## src/hw/fcp_pkg.sv

```systemverilog
// package: register map, field layout, codes and carrier types of the flash parameter block
package fcp_pkg;

  // register offsets as seen on the register port
  localparam logic [23:0] OFS_RD_BUF_LO   = 24'h7fc0c2;
  localparam logic [23:0] OFS_RD_BUF_HI   = 24'h7fc0c4;
  localparam logic [23:0] OFS_START_LO    = 24'h7fff82;
  localparam logic [23:0] OFS_START_HI    = 24'h7fff84;
  localparam logic [23:0] OFS_END_LO      = 24'h7fff86;
  localparam logic [23:0] OFS_END_HI      = 24'h7fff88;
  localparam logic [23:0] OFS_ERR_STATUS  = 24'h7fff8a;
  localparam logic [23:0] OFS_WR_BUF_LO   = 24'h7fff8c;
  localparam logic [23:0] OFS_WR_BUF_HI   = 24'h7fff8e;

  // reset values
  localparam logic [15:0] RST_HALF        = 16'h0000;
  localparam logic [3:0]  RST_NIBBLE      = 4'h0;
  localparam logic [19:0] RST_ADDR        = 20'h00000;
  localparam logic [7:0]  RST_STATUS      = 8'h00;

  // step of the unique-ID fetch address
  localparam logic [19:0] UID_STEP        = 20'h00004;

  // error status bit positions
  localparam int unsigned BIT_ERASE_ERR   = 0;
  localparam int unsigned BIT_PROG_ERR    = 1;
  localparam int unsigned BIT_BLANK_ERR   = 3;
  localparam int unsigned BIT_ILLEGAL     = 4;
  localparam int unsigned BIT_EXTRA_ILL   = 5;

  // main command codes
  localparam logic [3:0]  CMD_PROGRAM     = 4'h1;
  localparam logic [3:0]  CMD_BLANK_CHECK = 4'h3;
  localparam logic [3:0]  CMD_BLOCK_ERASE = 4'h4;
  localparam logic [3:0]  CMD_UID_READ    = 4'h5;

  // result events reported by the sequencer, one-cycle pulses
  typedef struct packed {
    logic erase_err;
    logic prog_err;
    logic blank_err;
    logic window_err;
  } fcp_seq_evt_t;

  // unique-ID word returned by the flash array
  typedef struct packed {
    logic        valid;
    logic [31:0] word;
  } fcp_uid_rsp_t;

endpackage

```

## src/hw/fcp_err_flags.sv

```systemverilog
// error flag unit: the sticky result flags of the first status register
`timescale 1ns/1ps
module fcp_err_flags
  import fcp_pkg::*;
(
  // clock and reset
  input  wire logic         clock,
  input  wire logic         rst_n,
  // command starts and their context
  input  wire logic         cmd_start,
  input  wire logic         extra_cmd_start,
  input  wire logic [3:0]   cmd_code,
  input  wire logic         extra_area_select_bit,
  input  wire logic         start_gt_end,
  // sequencer results
  input  wire fcp_seq_evt_t seq_evt,
  // flags
  output logic [7:0]        error_status
);

  logic erase_ff;
  logic prog_ff;
  logic blank_ff;
  logic ill_ff;
  logic xill_ff;

  // command class decode at start
  wire start_any  = cmd_start | extra_cmd_start;
  wire is_prog    = (cmd_code == CMD_PROGRAM);
  wire is_erase   = (cmd_code == CMD_BLOCK_ERASE);
  wire is_blank   = (cmd_code == CMD_BLANK_CHECK);
  wire is_uid     = (cmd_code == CMD_UID_READ);
  wire bad_code   = ~(is_prog | is_erase | is_blank | is_uid);
  wire ill_xsel   = (is_prog | is_erase) & extra_area_select_bit;
  wire ill_order  = (is_blank | is_erase) & start_gt_end;
  wire ill_start  = cmd_start & (bad_code | ill_xsel | ill_order);
  wire ill_set    = ill_start | seq_evt.window_err;
  wire xill_set   = extra_cmd_start & ~extra_area_select_bit;

  // sticky flags: a set in the start cycle wins over the clear
  always_ff @(posedge clock) begin
    if (!rst_n) begin
      erase_ff <= 1'b0;
      prog_ff  <= 1'b0;
      blank_ff <= 1'b0;
      ill_ff   <= 1'b0;
      xill_ff  <= 1'b0;
    end else begin
      erase_ff <= seq_evt.erase_err | (erase_ff & ~start_any);
      prog_ff  <= seq_evt.prog_err | (prog_ff & ~start_any);
      blank_ff <= seq_evt.blank_err | (blank_ff & ~start_any);
      ill_ff   <= ill_set | (ill_ff & ~start_any);
      xill_ff  <= xill_set | (xill_ff & ~start_any);
    end
  end

  // status byte, reserved bits read as zero
  always_comb begin
    error_status                = RST_STATUS;
    error_status[BIT_ERASE_ERR] = erase_ff;
    error_status[BIT_PROG_ERR]  = prog_ff;
    error_status[BIT_BLANK_ERR] = blank_ff;
    error_status[BIT_ILLEGAL]   = ill_ff;
    error_status[BIT_EXTRA_ILL] = xill_ff;
  end

  // checks on the flag behaviour
  property p_clear_on_start;
    @(posedge clock) disable iff (!rst_n)
      (start_any && !ill_set && !xill_set && !seq_evt.erase_err) |=>
        !error_status[BIT_EXTRA_ILL] && !error_status[BIT_ILLEGAL] && !erase_ff;
  endproperty
  a_clear_on_start: assert property (p_clear_on_start)
    else $error("error flag survived a command start");

  property p_erase_set;
    @(posedge clock) disable iff (!rst_n)
      seq_evt.erase_err |=> error_status[BIT_ERASE_ERR];
  endproperty
  a_erase_set: assert property (p_erase_set)
    else $error("erase error not flagged");

  property p_xsel_illegal;
    @(posedge clock) disable iff (!rst_n)
      (cmd_start && is_prog && extra_area_select_bit) |=> error_status[BIT_ILLEGAL];
  endproperty
  a_xsel_illegal: assert property (p_xsel_illegal)
    else $error("program with extra select not flagged illegal");

  property p_extra_illegal;
    @(posedge clock) disable iff (!rst_n)
      (extra_cmd_start && !extra_area_select_bit) |=> error_status[BIT_EXTRA_ILL];
  endproperty
  a_extra_illegal: assert property (p_extra_illegal)
    else $error("extra command without extra select not flagged");

  c_order_illegal: cover property (@(posedge clock) disable iff (!rst_n)
    cmd_start && is_erase && start_gt_end);

endmodule

```

## src/hw/fcp_param_regs.sv

```systemverilog
// flash parameter block: address, write buffer, read buffer and error status registers
// What this block does
// - start address holds bits 19..16 in high register, 15..0 in low
// - end address holds bits 19..16 in high register, 15..0 in low
// - address and write buffers accept writes only in ROM program/erase mode
// - flash reset bit clears them and blocks writes while it is one
// - during extra-area commands address and write buffer reads are not defined
// - unique-ID word splits: upper half to high buffer, lower to low
// - program word is high write buffer over low write buffer
// - high write buffer read is not defined during any command
// - erase error sets status bit 0, normal erase leaves it clear
// - program error sets status bit 1, normal program leaves it clear
// - blank-check error sets status bit 3, normal check leaves it clear
// - all error flags clear when the next command starts
// - forced stop during erase or blank check leaves flag undefined
// - program or erase outside the access window sets bit 4
// - blank check or erase with start above end sets bit 4
// - program or erase with extra select set sets bit 4
// - extra command with extra select clear sets bit 5
// - reserved status bits 2, 6, 7 carry no defined value
// - repeated unique-ID read with completion bit clear steps address by four
// - codes: program 1, blank check 3, erase 4, unique ID 5
//
// The plain strobed port is this design's own decision.
`timescale 1ns/1ps
module fcp_param_regs
  import fcp_pkg::*;
(
  // clock and reset
  input  wire logic         clock,
  input  wire logic         rst_n,
  // register port
  input  wire logic [23:0]  reg_addr,
  input  wire logic [15:0]  reg_wdata,
  input  wire logic         reg_wr,
  input  wire logic         reg_rd,
  output logic [15:0]       reg_rdata,
  // mode and control bits from the command logic
  input  wire logic         pe_mode,
  input  wire logic         flash_reset_bit,
  input  wire logic         extra_area_select_bit,
  input  wire logic [3:0]   cmd_code,
  input  wire logic         read_completion_bit,
  // command start and execution
  input  wire logic         cmd_start,
  input  wire logic         extra_cmd_start,
  input  wire logic         cmd_busy,
  input  wire logic         extra_cmd_busy,
  // sequencer and flash array results
  input  wire fcp_seq_evt_t seq_evt,
  input  wire fcp_uid_rsp_t uid_rsp,
  // parameters toward the sequencer
  output logic [19:0]       start_addr,
  output logic [19:0]       end_addr,
  output logic [31:0]       prog_data,
  // unique-ID fetch
  output logic              uid_fetch_req,
  output logic [19:0]       uid_fetch_addr,
  output logic              uid_data_ready,
  // status
  output logic [7:0]        error_status
);

  // unique-ID read sequencing states
  typedef enum logic [1:0] {
    UID_CLOSED,
    UID_FETCH,
    UID_READY
  } fcp_uid_state_t;

  // address match for the register port
  function automatic logic fcp_hit(input logic [23:0] addr, input logic [23:0] ofs);
    fcp_hit = (addr == ofs);
  endfunction

  // stored registers
  logic [3:0]     sa_hi_ff;
  logic [15:0]    sa_lo_ff;
  logic [3:0]     ea_hi_ff;
  logic [15:0]    ea_lo_ff;
  logic [15:0]    wb_hi_ff;
  logic [15:0]    wb_lo_ff;
  logic [15:0]    rb_hi_ff;
  logic [15:0]    rb_lo_ff;
  logic [15:0]    rdata_ff;
  logic [19:0]    fetch_addr_ff;
  fcp_uid_state_t uid_ff;

  // next values
  logic [19:0]    nxt_fetch_addr;
  fcp_uid_state_t nxt_uid;
  logic [15:0]    nxt_rdata;

  // write qualification
  wire wr_ok      = reg_wr & pe_mode & ~flash_reset_bit;
  wire clr_par    = ~rst_n | flash_reset_bit;
  wire wr_sa_hi   = wr_ok & fcp_hit(reg_addr, OFS_START_HI);
  wire wr_sa_lo   = wr_ok & fcp_hit(reg_addr, OFS_START_LO);
  wire wr_ea_hi   = wr_ok & fcp_hit(reg_addr, OFS_END_HI);
  wire wr_ea_lo   = wr_ok & fcp_hit(reg_addr, OFS_END_LO);
  wire wr_wb_hi   = wr_ok & fcp_hit(reg_addr, OFS_WR_BUF_HI);
  wire wr_wb_lo   = wr_ok & fcp_hit(reg_addr, OFS_WR_BUF_LO);

  // read hiding while commands run
  wire hide_par   = extra_cmd_busy;
  wire hide_wb_hi = cmd_busy | extra_cmd_busy;

  // unique-ID command decode
  wire uid_issue  = cmd_start & (cmd_code == CMD_UID_READ);
  wire uid_next   = uid_issue & ~read_completion_bit;
  wire uid_end    = uid_issue & read_completion_bit;

  // assembled parameter words
  assign start_addr = {sa_hi_ff, sa_lo_ff};
  assign end_addr   = {ea_hi_ff, ea_lo_ff};
  assign prog_data  = {wb_hi_ff, wb_lo_ff};
  wire   start_gt_end = (start_addr > end_addr);

  // start address pair
  always_ff @(posedge clock) begin
    if (clr_par) begin
      sa_hi_ff <= RST_NIBBLE;
      sa_lo_ff <= RST_HALF;
    end else begin
      if (wr_sa_hi) begin
        sa_hi_ff <= reg_wdata[3:0];
      end
      if (wr_sa_lo) begin
        sa_lo_ff <= reg_wdata;
      end
    end
  end

  // end address pair
  always_ff @(posedge clock) begin
    if (clr_par) begin
      ea_hi_ff <= RST_NIBBLE;
      ea_lo_ff <= RST_HALF;
    end else begin
      if (wr_ea_hi) begin
        ea_hi_ff <= reg_wdata[3:0];
      end
      if (wr_ea_lo) begin
        ea_lo_ff <= reg_wdata;
      end
    end
  end

  // program data write buffers
  always_ff @(posedge clock) begin
    if (clr_par) begin
      wb_hi_ff <= RST_HALF;
      wb_lo_ff <= RST_HALF;
    end else begin
      if (wr_wb_hi) begin
        wb_hi_ff <= reg_wdata;
      end
      if (wr_wb_lo) begin
        wb_lo_ff <= reg_wdata;
      end
    end
  end

  // unique-ID sequencing: first fetch from the start address, then step by four
  always_comb begin
    nxt_uid        = uid_ff;
    nxt_fetch_addr = fetch_addr_ff;
    case (uid_ff)
      UID_CLOSED: begin
        if (uid_next) begin
          nxt_fetch_addr = start_addr;
          nxt_uid        = UID_FETCH;
        end
      end
      UID_FETCH: begin
        if (uid_rsp.valid) begin
          nxt_uid = UID_READY;
        end
      end
      UID_READY: begin
        if (uid_end) begin
          nxt_uid = UID_CLOSED;
        end else if (uid_next) begin
          nxt_fetch_addr = fetch_addr_ff + UID_STEP;
          nxt_uid        = UID_FETCH;
        end
      end
      default: begin
        nxt_uid = UID_CLOSED;
      end
    endcase
  end

  // unique-ID state and fetch address
  always_ff @(posedge clock) begin
    if (clr_par) begin
      uid_ff        <= UID_CLOSED;
      fetch_addr_ff <= RST_ADDR;
    end else begin
      uid_ff        <= nxt_uid;
      fetch_addr_ff <= nxt_fetch_addr;
    end
  end

  // read buffers take the fetched word, split in halves
  always_ff @(posedge clock) begin
    if (!rst_n) begin
      rb_hi_ff <= RST_HALF;
      rb_lo_ff <= RST_HALF;
    end else if (uid_ff == UID_FETCH && uid_rsp.valid) begin  // no bus write path
      rb_hi_ff <= uid_rsp.word[31:16];
      rb_lo_ff <= uid_rsp.word[15:0];
    end
  end

  // fetch handshake toward the flash array
  assign uid_fetch_req  = (uid_ff == UID_FETCH);
  assign uid_fetch_addr = fetch_addr_ff;
  assign uid_data_ready = (uid_ff == UID_READY);

  // error flags
  fcp_err_flags u_err (
    .clock                 (clock),
    .rst_n                 (rst_n),
    .cmd_start             (cmd_start),
    .extra_cmd_start       (extra_cmd_start),
    .cmd_code              (cmd_code),
    .extra_area_select_bit (extra_area_select_bit),
    .start_gt_end          (start_gt_end),
    .seq_evt               (seq_evt),
    .error_status          (error_status)
  );

  // read multiplexer: hidden or unmapped reads return zero
  always_comb begin
    nxt_rdata = RST_HALF;
    if (fcp_hit(reg_addr, OFS_START_HI) && !hide_par) begin
      nxt_rdata = {12'h000, sa_hi_ff};
    end else if (fcp_hit(reg_addr, OFS_START_LO) && !hide_par) begin
      nxt_rdata = sa_lo_ff;
    end else if (fcp_hit(reg_addr, OFS_END_HI) && !hide_par) begin
      nxt_rdata = {12'h000, ea_hi_ff};
    end else if (fcp_hit(reg_addr, OFS_END_LO) && !hide_par) begin
      nxt_rdata = ea_lo_ff;
    end else if (fcp_hit(reg_addr, OFS_WR_BUF_HI) && !hide_wb_hi) begin
      nxt_rdata = wb_hi_ff;
    end else if (fcp_hit(reg_addr, OFS_WR_BUF_LO) && !hide_par) begin
      nxt_rdata = wb_lo_ff;
    end else if (fcp_hit(reg_addr, OFS_RD_BUF_HI)) begin
      nxt_rdata = rb_hi_ff;
    end else if (fcp_hit(reg_addr, OFS_RD_BUF_LO)) begin
      nxt_rdata = rb_lo_ff;
    end else if (fcp_hit(reg_addr, OFS_ERR_STATUS)) begin
      nxt_rdata = {8'h00, error_status};
    end
  end

  // read data stands only in the cycle after the strobe
  always_ff @(posedge clock) begin
    if (!rst_n) begin
      rdata_ff <= RST_HALF;
    end else begin
      rdata_ff <= reg_rd ? nxt_rdata : RST_HALF;
    end
  end

  assign reg_rdata = rdata_ff;

  // checks on the register behaviour
  wire [55:0] par_vec = {start_addr, end_addr[15:0], prog_data[19:0]};

  property p_wr_ignored;
    @(posedge clock) disable iff (!rst_n)
      (reg_wr && !pe_mode && !flash_reset_bit) |=> $stable({start_addr, end_addr, prog_data});
  endproperty
  a_wr_ignored: assert property (p_wr_ignored)
    else $error("write outside program/erase mode changed a register");

  property p_flash_reset_clears;
    @(posedge clock) disable iff (!rst_n)
      flash_reset_bit |=> (par_vec == 56'h0) && (end_addr[19:16] == RST_NIBBLE)
                          && (prog_data[31:20] == 12'h000);
  endproperty
  a_flash_reset_clears: assert property (p_flash_reset_clears)
    else $error("flash reset did not clear the parameters");

  property p_start_split;
    @(posedge clock) disable iff (!rst_n)
      (reg_wr && pe_mode && !flash_reset_bit && reg_addr == OFS_START_HI)
        |=> start_addr[19:16] == $past(reg_wdata[3:0]);
  endproperty
  a_start_split: assert property (p_start_split)
    else $error("start address high bits not taken");

  property p_end_split;
    @(posedge clock) disable iff (!rst_n)
      (reg_wr && pe_mode && !flash_reset_bit && reg_addr == OFS_END_LO)
        |=> end_addr[15:0] == $past(reg_wdata);
  endproperty
  a_end_split: assert property (p_end_split)
    else $error("end address low bits not taken");

  property p_prog_hi;
    @(posedge clock) disable iff (!rst_n)
      (reg_wr && pe_mode && !flash_reset_bit && reg_addr == OFS_WR_BUF_HI)
        |=> prog_data[31:16] == $past(reg_wdata);
  endproperty
  a_prog_hi: assert property (p_prog_hi)
    else $error("program word upper half wrong");

  property p_uid_split;
    @(posedge clock) disable iff (!rst_n || flash_reset_bit)
      (uid_fetch_req && uid_rsp.valid) |=> uid_data_ready
        && rb_hi_ff == $past(uid_rsp.word[31:16]) && rb_lo_ff == $past(uid_rsp.word[15:0]);
  endproperty
  a_uid_split: assert property (p_uid_split)
    else $error("unique-ID word not split into read buffers");

  property p_uid_step;
    @(posedge clock) disable iff (!rst_n || flash_reset_bit)
      (uid_data_ready && uid_next) |=> uid_fetch_req
        && uid_fetch_addr == $past(uid_fetch_addr) + UID_STEP;
  endproperty
  a_uid_step: assert property (p_uid_step)
    else $error("unique-ID address did not step by four");

  property p_ro_buffers;
    @(posedge clock) disable iff (!rst_n)
      (reg_wr && reg_addr == OFS_RD_BUF_HI && !uid_fetch_req) |=> $stable(rb_hi_ff);
  endproperty
  a_ro_buffers: assert property (p_ro_buffers)
    else $error("write changed a read-only buffer");

  property p_rd_idle;
    @(posedge clock) disable iff (!rst_n)
      !reg_rd |=> reg_rdata == 16'h0000;
  endproperty
  a_rd_idle: assert property (p_rd_idle)
    else $error("read data present without a read");

  property p_wb_hi_hidden;
    @(posedge clock) disable iff (!rst_n)
      (reg_rd && reg_addr == OFS_WR_BUF_HI && cmd_busy) |=> reg_rdata == RST_HALF;
  endproperty
  a_wb_hi_hidden: assert property (p_wb_hi_hidden)
    else $error("write buffer high readable during a command");

  // main scenarios
  c_uid_two_words: cover property (@(posedge clock) disable iff (!rst_n)
    uid_data_ready && uid_next ##[1:20] uid_data_ready);
  c_hidden_read: cover property (@(posedge clock) disable iff (!rst_n)
    reg_rd && extra_cmd_busy && reg_addr == OFS_START_LO);
  c_prog_param: cover property (@(posedge clock) disable iff (!rst_n)
    wr_wb_hi ##[1:4] wr_wb_lo ##[1:4] cmd_start);

endmodule

```

## config.mk

```make
export PLATFORM = sky130hd
export DESIGN_NAME = fcp_param_regs
export DESIGN_NICKNAME = d
export VERILOG_FILES = /design/src/hw/fcp_pkg.sv /design/src/hw/fcp_err_flags.sv /design/src/hw/fcp_param_regs.sv
export SDC_FILE = /design/constraint.sdc
export NUM_CORES = 1
export LEC_CHECK = 0
export BUFFER_PORTS_ARGS = -buffer_cell sky130_fd_sc_hd__clkbuf_2
export CORE_ASPECT_RATIO = 1.1
export CORE_UTILIZATION = 30
export CTS_BUF_LIST = sky130_fd_sc_hd__clkbuf_16
export DETAILED_ROUTE_END_ITERATION = 12
export PLACE_DENSITY = 0.6
export SETUP_SLACK_MARGIN = 0.05
export SLEW_MARGIN = 0
export SYNTH_ARGS = -nofsm -noshare
export SYNTH_HDL_FRONTEND = slang
export SYNTH_SLANG_ARGS = --single-unit
```

## constraint.sdc

```tcl
create_clock -name clock -period 2.7 [get_ports clock]
set_clock_uncertainty 0.1 [all_clocks]
set_input_delay 0.405 -clock clock [delete_from_list [all_inputs] [get_ports clock]]
set_output_delay 0.405 -clock clock [all_outputs]
set_load 0.02 [all_outputs]
```

---- Word-level counts from Yosys, hierarchy flattened ----
Index checks and enable logic that the tools add are counted.
operators by class
  equality and inequality tests ........... 19
  order comparisons ....................... 1
  $add $sub $neg .......................... 1
  reductions and logical operators ........ 14
  multiplexer cells ....................... 17
  bitwise operators ....................... 42
operator list
  kind                                                    count
  equality test 24 x 23 -> 1 bit (second input constant)  9
  two-way mux 16 bit                                      7
  two-way mux 20 bit                                      3
  case mux 20 bit (2 select lines)                        1
  adder 20 x 3 -> 20 bit (second input constant)          1
  AND 1 bit                                               20
  greater-than comparator 20 bit                          1
  bitwise OR 1 bit                                        15
  equality test 4 x 3 -> 1 bit (second input constant)    2
  logical AND 1 bit                                       7
  inverter 1 bit                                          7
  two-way mux 2 bit                                       3
  two-way mux 6 bit                                       1
  inequality test 2 bit (second input constant)           3
  case mux 2 bit (3 select lines)                         1
  equality test 4 x 1 -> 1 bit (second input constant)    1
  equality test 4 x 2 -> 1 bit (second input constant)    1
  two-way mux 4 bit                                       1
  AND reduction 4 bit                                     1
  OR reduction 3 bit                                      1
  equality test 2 x 1 -> 1 bit (second input constant)    1
  equality test 2 bit (second input constant)             1
  zero test 1 bit                                         2
  zero test 2 bit                                         1
  other kinds (3)                                         3
storage, ports and cells
  bits in registers ....................... 147
  logic and storage cells ................. 111
  input port bits ......................... 93
  output and inout bits ................... 118

---- Longest topological paths before layout ----
  word-level depth ........................ 10
  gate-level depth with buffers ........... 9

---- By module ----
From an unflattened synthesis, not the netlist that was laid out.
second synthesis, totals
  cell total of the unflattened synthesis .. 902
  area total of the unflattened synthesis .. 7,365.8 um^2
modules (own cells, without submodules)
  module          cells each  times used  area each (um^2)
  fcp_param_regs  869         1           7,076.8
  fcp_err_flags   33          1           289.0

---- Worst setup path after synthesis ----
No wires, ideal clock.
  kind .................................... input -> register
  start point ............................. input reg_addr[23]
  end point ............................... register sa_lo_ff[10]
  cell stages on the path ................. 8
  required time ........................... 2,461 ps
  buffers on the path ..................... 2
  setup slack ............................. 255 ps
  arrival ................................. 2,206 ps
  cell sequence ........................... nand4b_4 -> or4_4 -> or3_4 -> or3_1 -> buf_2 -> buf_6 -> nand2_2 -> a21oi_2
on the way
  longest elaborated chain between the ends .. 2
RTL lines
  item                            line                   source
  start: declaration              fcp_param_regs.sv:33   input wire logic [23:0] reg_addr,
  equality test 24 x 23 -> 1 bit  fcp_param_regs.sv:73   fcp_hit = (addr == ofs);
  AND 1 bit                       fcp_param_regs.sv:98   wire wr_sa_lo = wr_ok & fcp_hit(reg_addr, OFS_START_LO);
  end signal: assignment          fcp_param_regs.sv:129  sa_lo_ff <= reg_wdata;
  end: declaration                fcp_param_regs.sv:78   logic [15:0] sa_lo_ff;
No other way between the ends.
A chain may end at the register's enable or synchronous reset.

---- Final worst setup path ----
  start point ............................. register ea_lo_ff[9]
  end point ............................... register u_err.ill_ff
on the way
  longest elaborated chain between the ends .. 6
RTL lines
  item                            line                   source
  start: declaration              fcp_param_regs.sv:80   logic [15:0] ea_lo_ff;
  start signal: assignment        fcp_param_regs.sv:144  ea_lo_ff <= reg_wdata;
  greater-than comparator 20 bit  fcp_param_regs.sv:117  wire start_gt_end = (start_addr > end_addr);
  AND 1 bit                       fcp_err_flags.sv:35    wire ill_order = (is_blank | is_erase) & start_gt_end;
  bitwise OR 1 bit                fcp_err_flags.sv:36    wire ill_start = cmd_start & (bad_code | ill_xsel | ill_order);
  AND 1 bit                       fcp_err_flags.sv:36
  bitwise OR 1 bit                fcp_err_flags.sv:37    wire ill_set = ill_start | seq_evt.window_err;
  bitwise OR 1 bit                fcp_err_flags.sv:52    ill_ff <= ill_set | (ill_ff & ~start_any);
  end signal: assignment          fcp_err_flags.sv:52
  end: declaration                fcp_err_flags.sv:24    logic ill_ff;
No other way between the ends.

==> impl_metrics.csv <==
group,metric,value,unit
power,cellPowerDensity,520.3,mW/mm^2
grt,grt_pass1_wl,41.09,mm
setup_path,critPathCaptureType,"flip-flop",
clock_tree,clkTransAtPathRegs,60,ps
die,pin_count,211,
placed_design,gp_congestion,0.9419,
clock_tree,cts-hold-fix-buffers,0,
grt,antenna_found_initial,1,
setup_path,cp_num_cells,9,
setup_path,slowest_stage,"a2111oi_0",
status,status,"complete, no violations",
sta,finalCriticalPeriod,2502,ps
flow_run,cap_violations,0,
grt,grt.overflow.total,0,
power,totalPowerFinal,4919,uW
setup_path,start_kind,"flip-flop",
detailed_routing,drc,0,
detailed_routing,num_vias,7579,
sta,slew_viol_final,0,
die,die-height,165.9,um
setup_path,ff2ff_setup_slack,200,ps
hold_path,min_path_cells,3,
synthesis,synth_compound_area_share,22.78,%
setup_path,worst_r2r_endpoint,"u_err.ill_ff$_SDFF_PN0_",
finish,area_growth_syn_to_layout,29.05,%
sta,worstMarginPinSlew,1146,ps
synthesis,ys.flop_type,"dfxtp_1",
grt,first_global_vias,7291,
clock_tree,cts_htree_levels,4,
finish,drive_gt1_share,26.61,%
setup_path,cp.arrival,2750,ps
hold_path,min-delay-start,"uid_rsp[21]",
die,rows,59,
die,core-area,0.02384,mm^2
synthesis,synth_area,0.007326,mm^2
synthesis,ys_ff_latch,147,
setup_path,worst-path-max-fanout,4,
clock_tree,cts_tree,"done",
grt,grt.total_usage,21.43,%
setup_path,crit_path_max_incr_delay,710,ps
synthesis,synth_edf_count,0,
setup_path,rr_startpoint,"ea_lo_ff[9]$_SDFFE_PP0P_",
sta,rsz0062_at_grt,"false",
placed_design,place.detailed.hpwl,20.47,mm
synthesis,synth_xor_xnor_area_share,0,%
clock_tree,cts_buffer_depth,2,
clock_tree,insertion_delay,420,ps
synthesis,synthCells,943,
sta,slew_headroom,23.44,%
setup_path,crit_path_cell_trace,"inv_1, ha_1, nand4_1, nor2_1, a2111oi_0, a2111oi_0, buf_4, a211oi_1, a211oi_1",
sta,max_freq,399.6,MHz
grt,grt_max_degree,73,
clock_tree,cts.sinks,147,
sta,fin_setup_tns,0,ps
synthesis,synth.distinct_cells,63,
detailed_routing,detail_route.iter0.violations,504,
die,die_w,151.0,um
die,initial_core_util,30.72,%
hold_path,whs_endpoint,"rb_hi_ff[5]$_SDFFE_PN0P_",
synthesis,synthAdderAreaFrac,3.587,%
setup_path,cp_num_buf_inv,2,
detailed_routing,vias_per_cell,5.166,
synthesis,synthMuxAreaShare,1.093,%
synthesis,yosysWarnings,0,
synthesis,seq_area_frac_synth,40.17,%
setup_path,r2r_cells,9,
detailed_routing,finalWirelength,26.45,mm
sta,setup_viol,0,
detailed_routing,wire_per_inst,18.03,um
clock_tree,root_buffer,"clkbuf_16",
sta,timing.final.crit_share,92.67,%
hold_path,worstHoldPathType,"primary input to flip-flop",
setup_path,critPathTopFamily,"compound AO/OA/AOI/OAI gates",
synthesis,synth-simple-area-share,26.92,%
detailed_routing,ant_nets,0,
clock_tree,cts_resized,0,
clock_tree,cts_setup_buffers,0,
synthesis,synth_top_family_by_area,"simple AND/OR/NAND/NOR gates",
placed_design,io_buffers,207,
setup_path,path_class,"flip-flop to flip-flop",
detailed_routing,firstDrtPassIters,5,
power,ir_worst_vdd,0.3578,mV
synthesis,syn_avg_cell_area,7.769,um^2
clock_tree,cts-buffers-inserted,17,
setup_path,crit_required,2950,ps
sta,hold_violations,0,
finish,nets,1262,
die,die-area,0.02505,mm^2
synthesis,ys_async_sr_fraction,0,%
power,p_leak,0.003670,uW
## logic make-up after synthesis
kind of cell	after synthesis
fa+ha+maj	21
buf+inv	90
mux	8
compound gates	259
other cells	1
simple gates	417
flops	147
## per-stage QoR
stage               utilization [%]  cells  hold WS, ps  instance area (um^2)  worst slack [ps]
floorplan                         -    945        343.2                  7333             255.1
global placement              37.07   1434        351.0                  8838             91.27
detailed placement            37.07   1434        358.9                  8838             59.31
CTS                           39.64   1466        94.08                  9452             115.7
global route                  39.65   1467        106.4                  9454             127.8
finish                        39.65   1467        107.4                  9454             197.8
## report_power, final
group | total (uW) | internal [uW] | switching, uW
clock | 2490 | 1540 | 951
sequential | 2180 | 2180 | 7.52
combinational | 245 | 93.8 | 152
total | 4920 | 3810 | 1110
## how the worst max path moves through the flow
| stage | slack, ps | endpoint | startpoint |
|---|---|---|---|
| floorplan | 260 | sa_lo_ff[10]$_SDFFE_PP0P_ | reg_addr[23] |
| global placement | 90 | reg_rdata[5]$_SDFF_PP0_ | reg_addr[5] |
| detailed placement | 60 | reg_rdata[5]$_SDFF_PP0_ | reg_addr[5] |
| CTS | 120 | u_err.ill_ff$_SDFF_PN0_ | ea_lo_ff[9]$_SDFFE_PP0P_ |
| global route | 130 | u_err.ill_ff$_SDFF_PN0_ | ea_lo_ff[7]$_SDFFE_PP0P_ |
| finish | 200 | u_err.ill_ff$_SDFF_PN0_ | ea_lo_ff[9]$_SDFFE_PP0P_ |
## flip-flops by register name (all words and copies together) (netlist names)
register,count
ea_hi_ff,4
ea_lo_ff,16
rb_hi_ff,16
rb_lo_ff,16
reg_rdata,16
sa_hi_ff,4
sa_lo_ff,16
u_err.blank_ff,1
u_err.erase_ff,1
u_err.ill_ff,1
u_err.prog_ff,1
u_err.xill_ff,1
uid_fetch_addr,20
uid_ff,2
wb_hi_ff,16
wb_lo_ff,16
## routing by layer
metal	track usage, %	wire length (um)	up-vias
met5	0	0	-
met2	32.73	11780	276
li1	-	-	3719
met4	8.130	612	0
met1	28.11	11920	3541
met3	6.429	2138	43
## synth_stat cells (all sizes together) (4+ instances only)
library cell | number | share of area [%]
a211oi | 10 | 1.0
a21boi | 34 | 3.5
a21oi | 99 | 7.3
a221oi | 8 | 0.96
a22o | 5 | 0.60
a22oi | 17 | 1.7
a31oi | 7 | 0.60
and2 | 7 | 0.60
and3 | 8 | 0.68
buf | 20 | 1.8
clkbuf | 44 | 2.3
dfxtp | 147 | 40
ha | 21 | 3.6
inv | 25 | 1.3
mux2i | 8 | 1.1
nand2 | 247 | 13
nand2b | 6 | 0.51
nand3 | 19 | 1.3
nand4 | 12 | 1.1
nor2 | 51 | 2.7
nor2b | 14 | 1.2
nor3 | 19 | 1.7
nor4 | 10 | 1.1
o2111ai | 4 | 0.48
o21ai | 40 | 2.7
o22ai | 4 | 0.34
o31ai | 12 | 1.2
or3 | 6 | 0.65
or4 | 4 | 0.46
## worst min-delay path: stages
cell and delay [ps]:
clkbuf_2 80, nand2_1 40, a21boi_0 60
## layout make-up
class,count,area [um^2]
Tap cell,305,381.6
Clock inverter,15,187.7
Inverter,26,97.59
Fill cell,2523,14390
Antenna cell,1,2.502
Timing Repair Buffer,248,1419
Clock buffer,17,425.4
Multi-Input combinational cell,708,3998
Sequential cell,147,2943
## placed cells by master (no fill, tap or decap), drive strengths merged, types with 10 or more instances in the layout
cell	instances
clkbuf	224
a211oi	10
nand3	19
dfxtp	147
ha	21
nor4	10
o31ai	12
inv	30
o21ai	40
nor2	51
nand2	247
a21boi	34
nor3	19
a22oi	17
nor2b	14
nand4	12
a21oi	99
buf	41
Note: power is estimated with default switching activity, not from simulation.
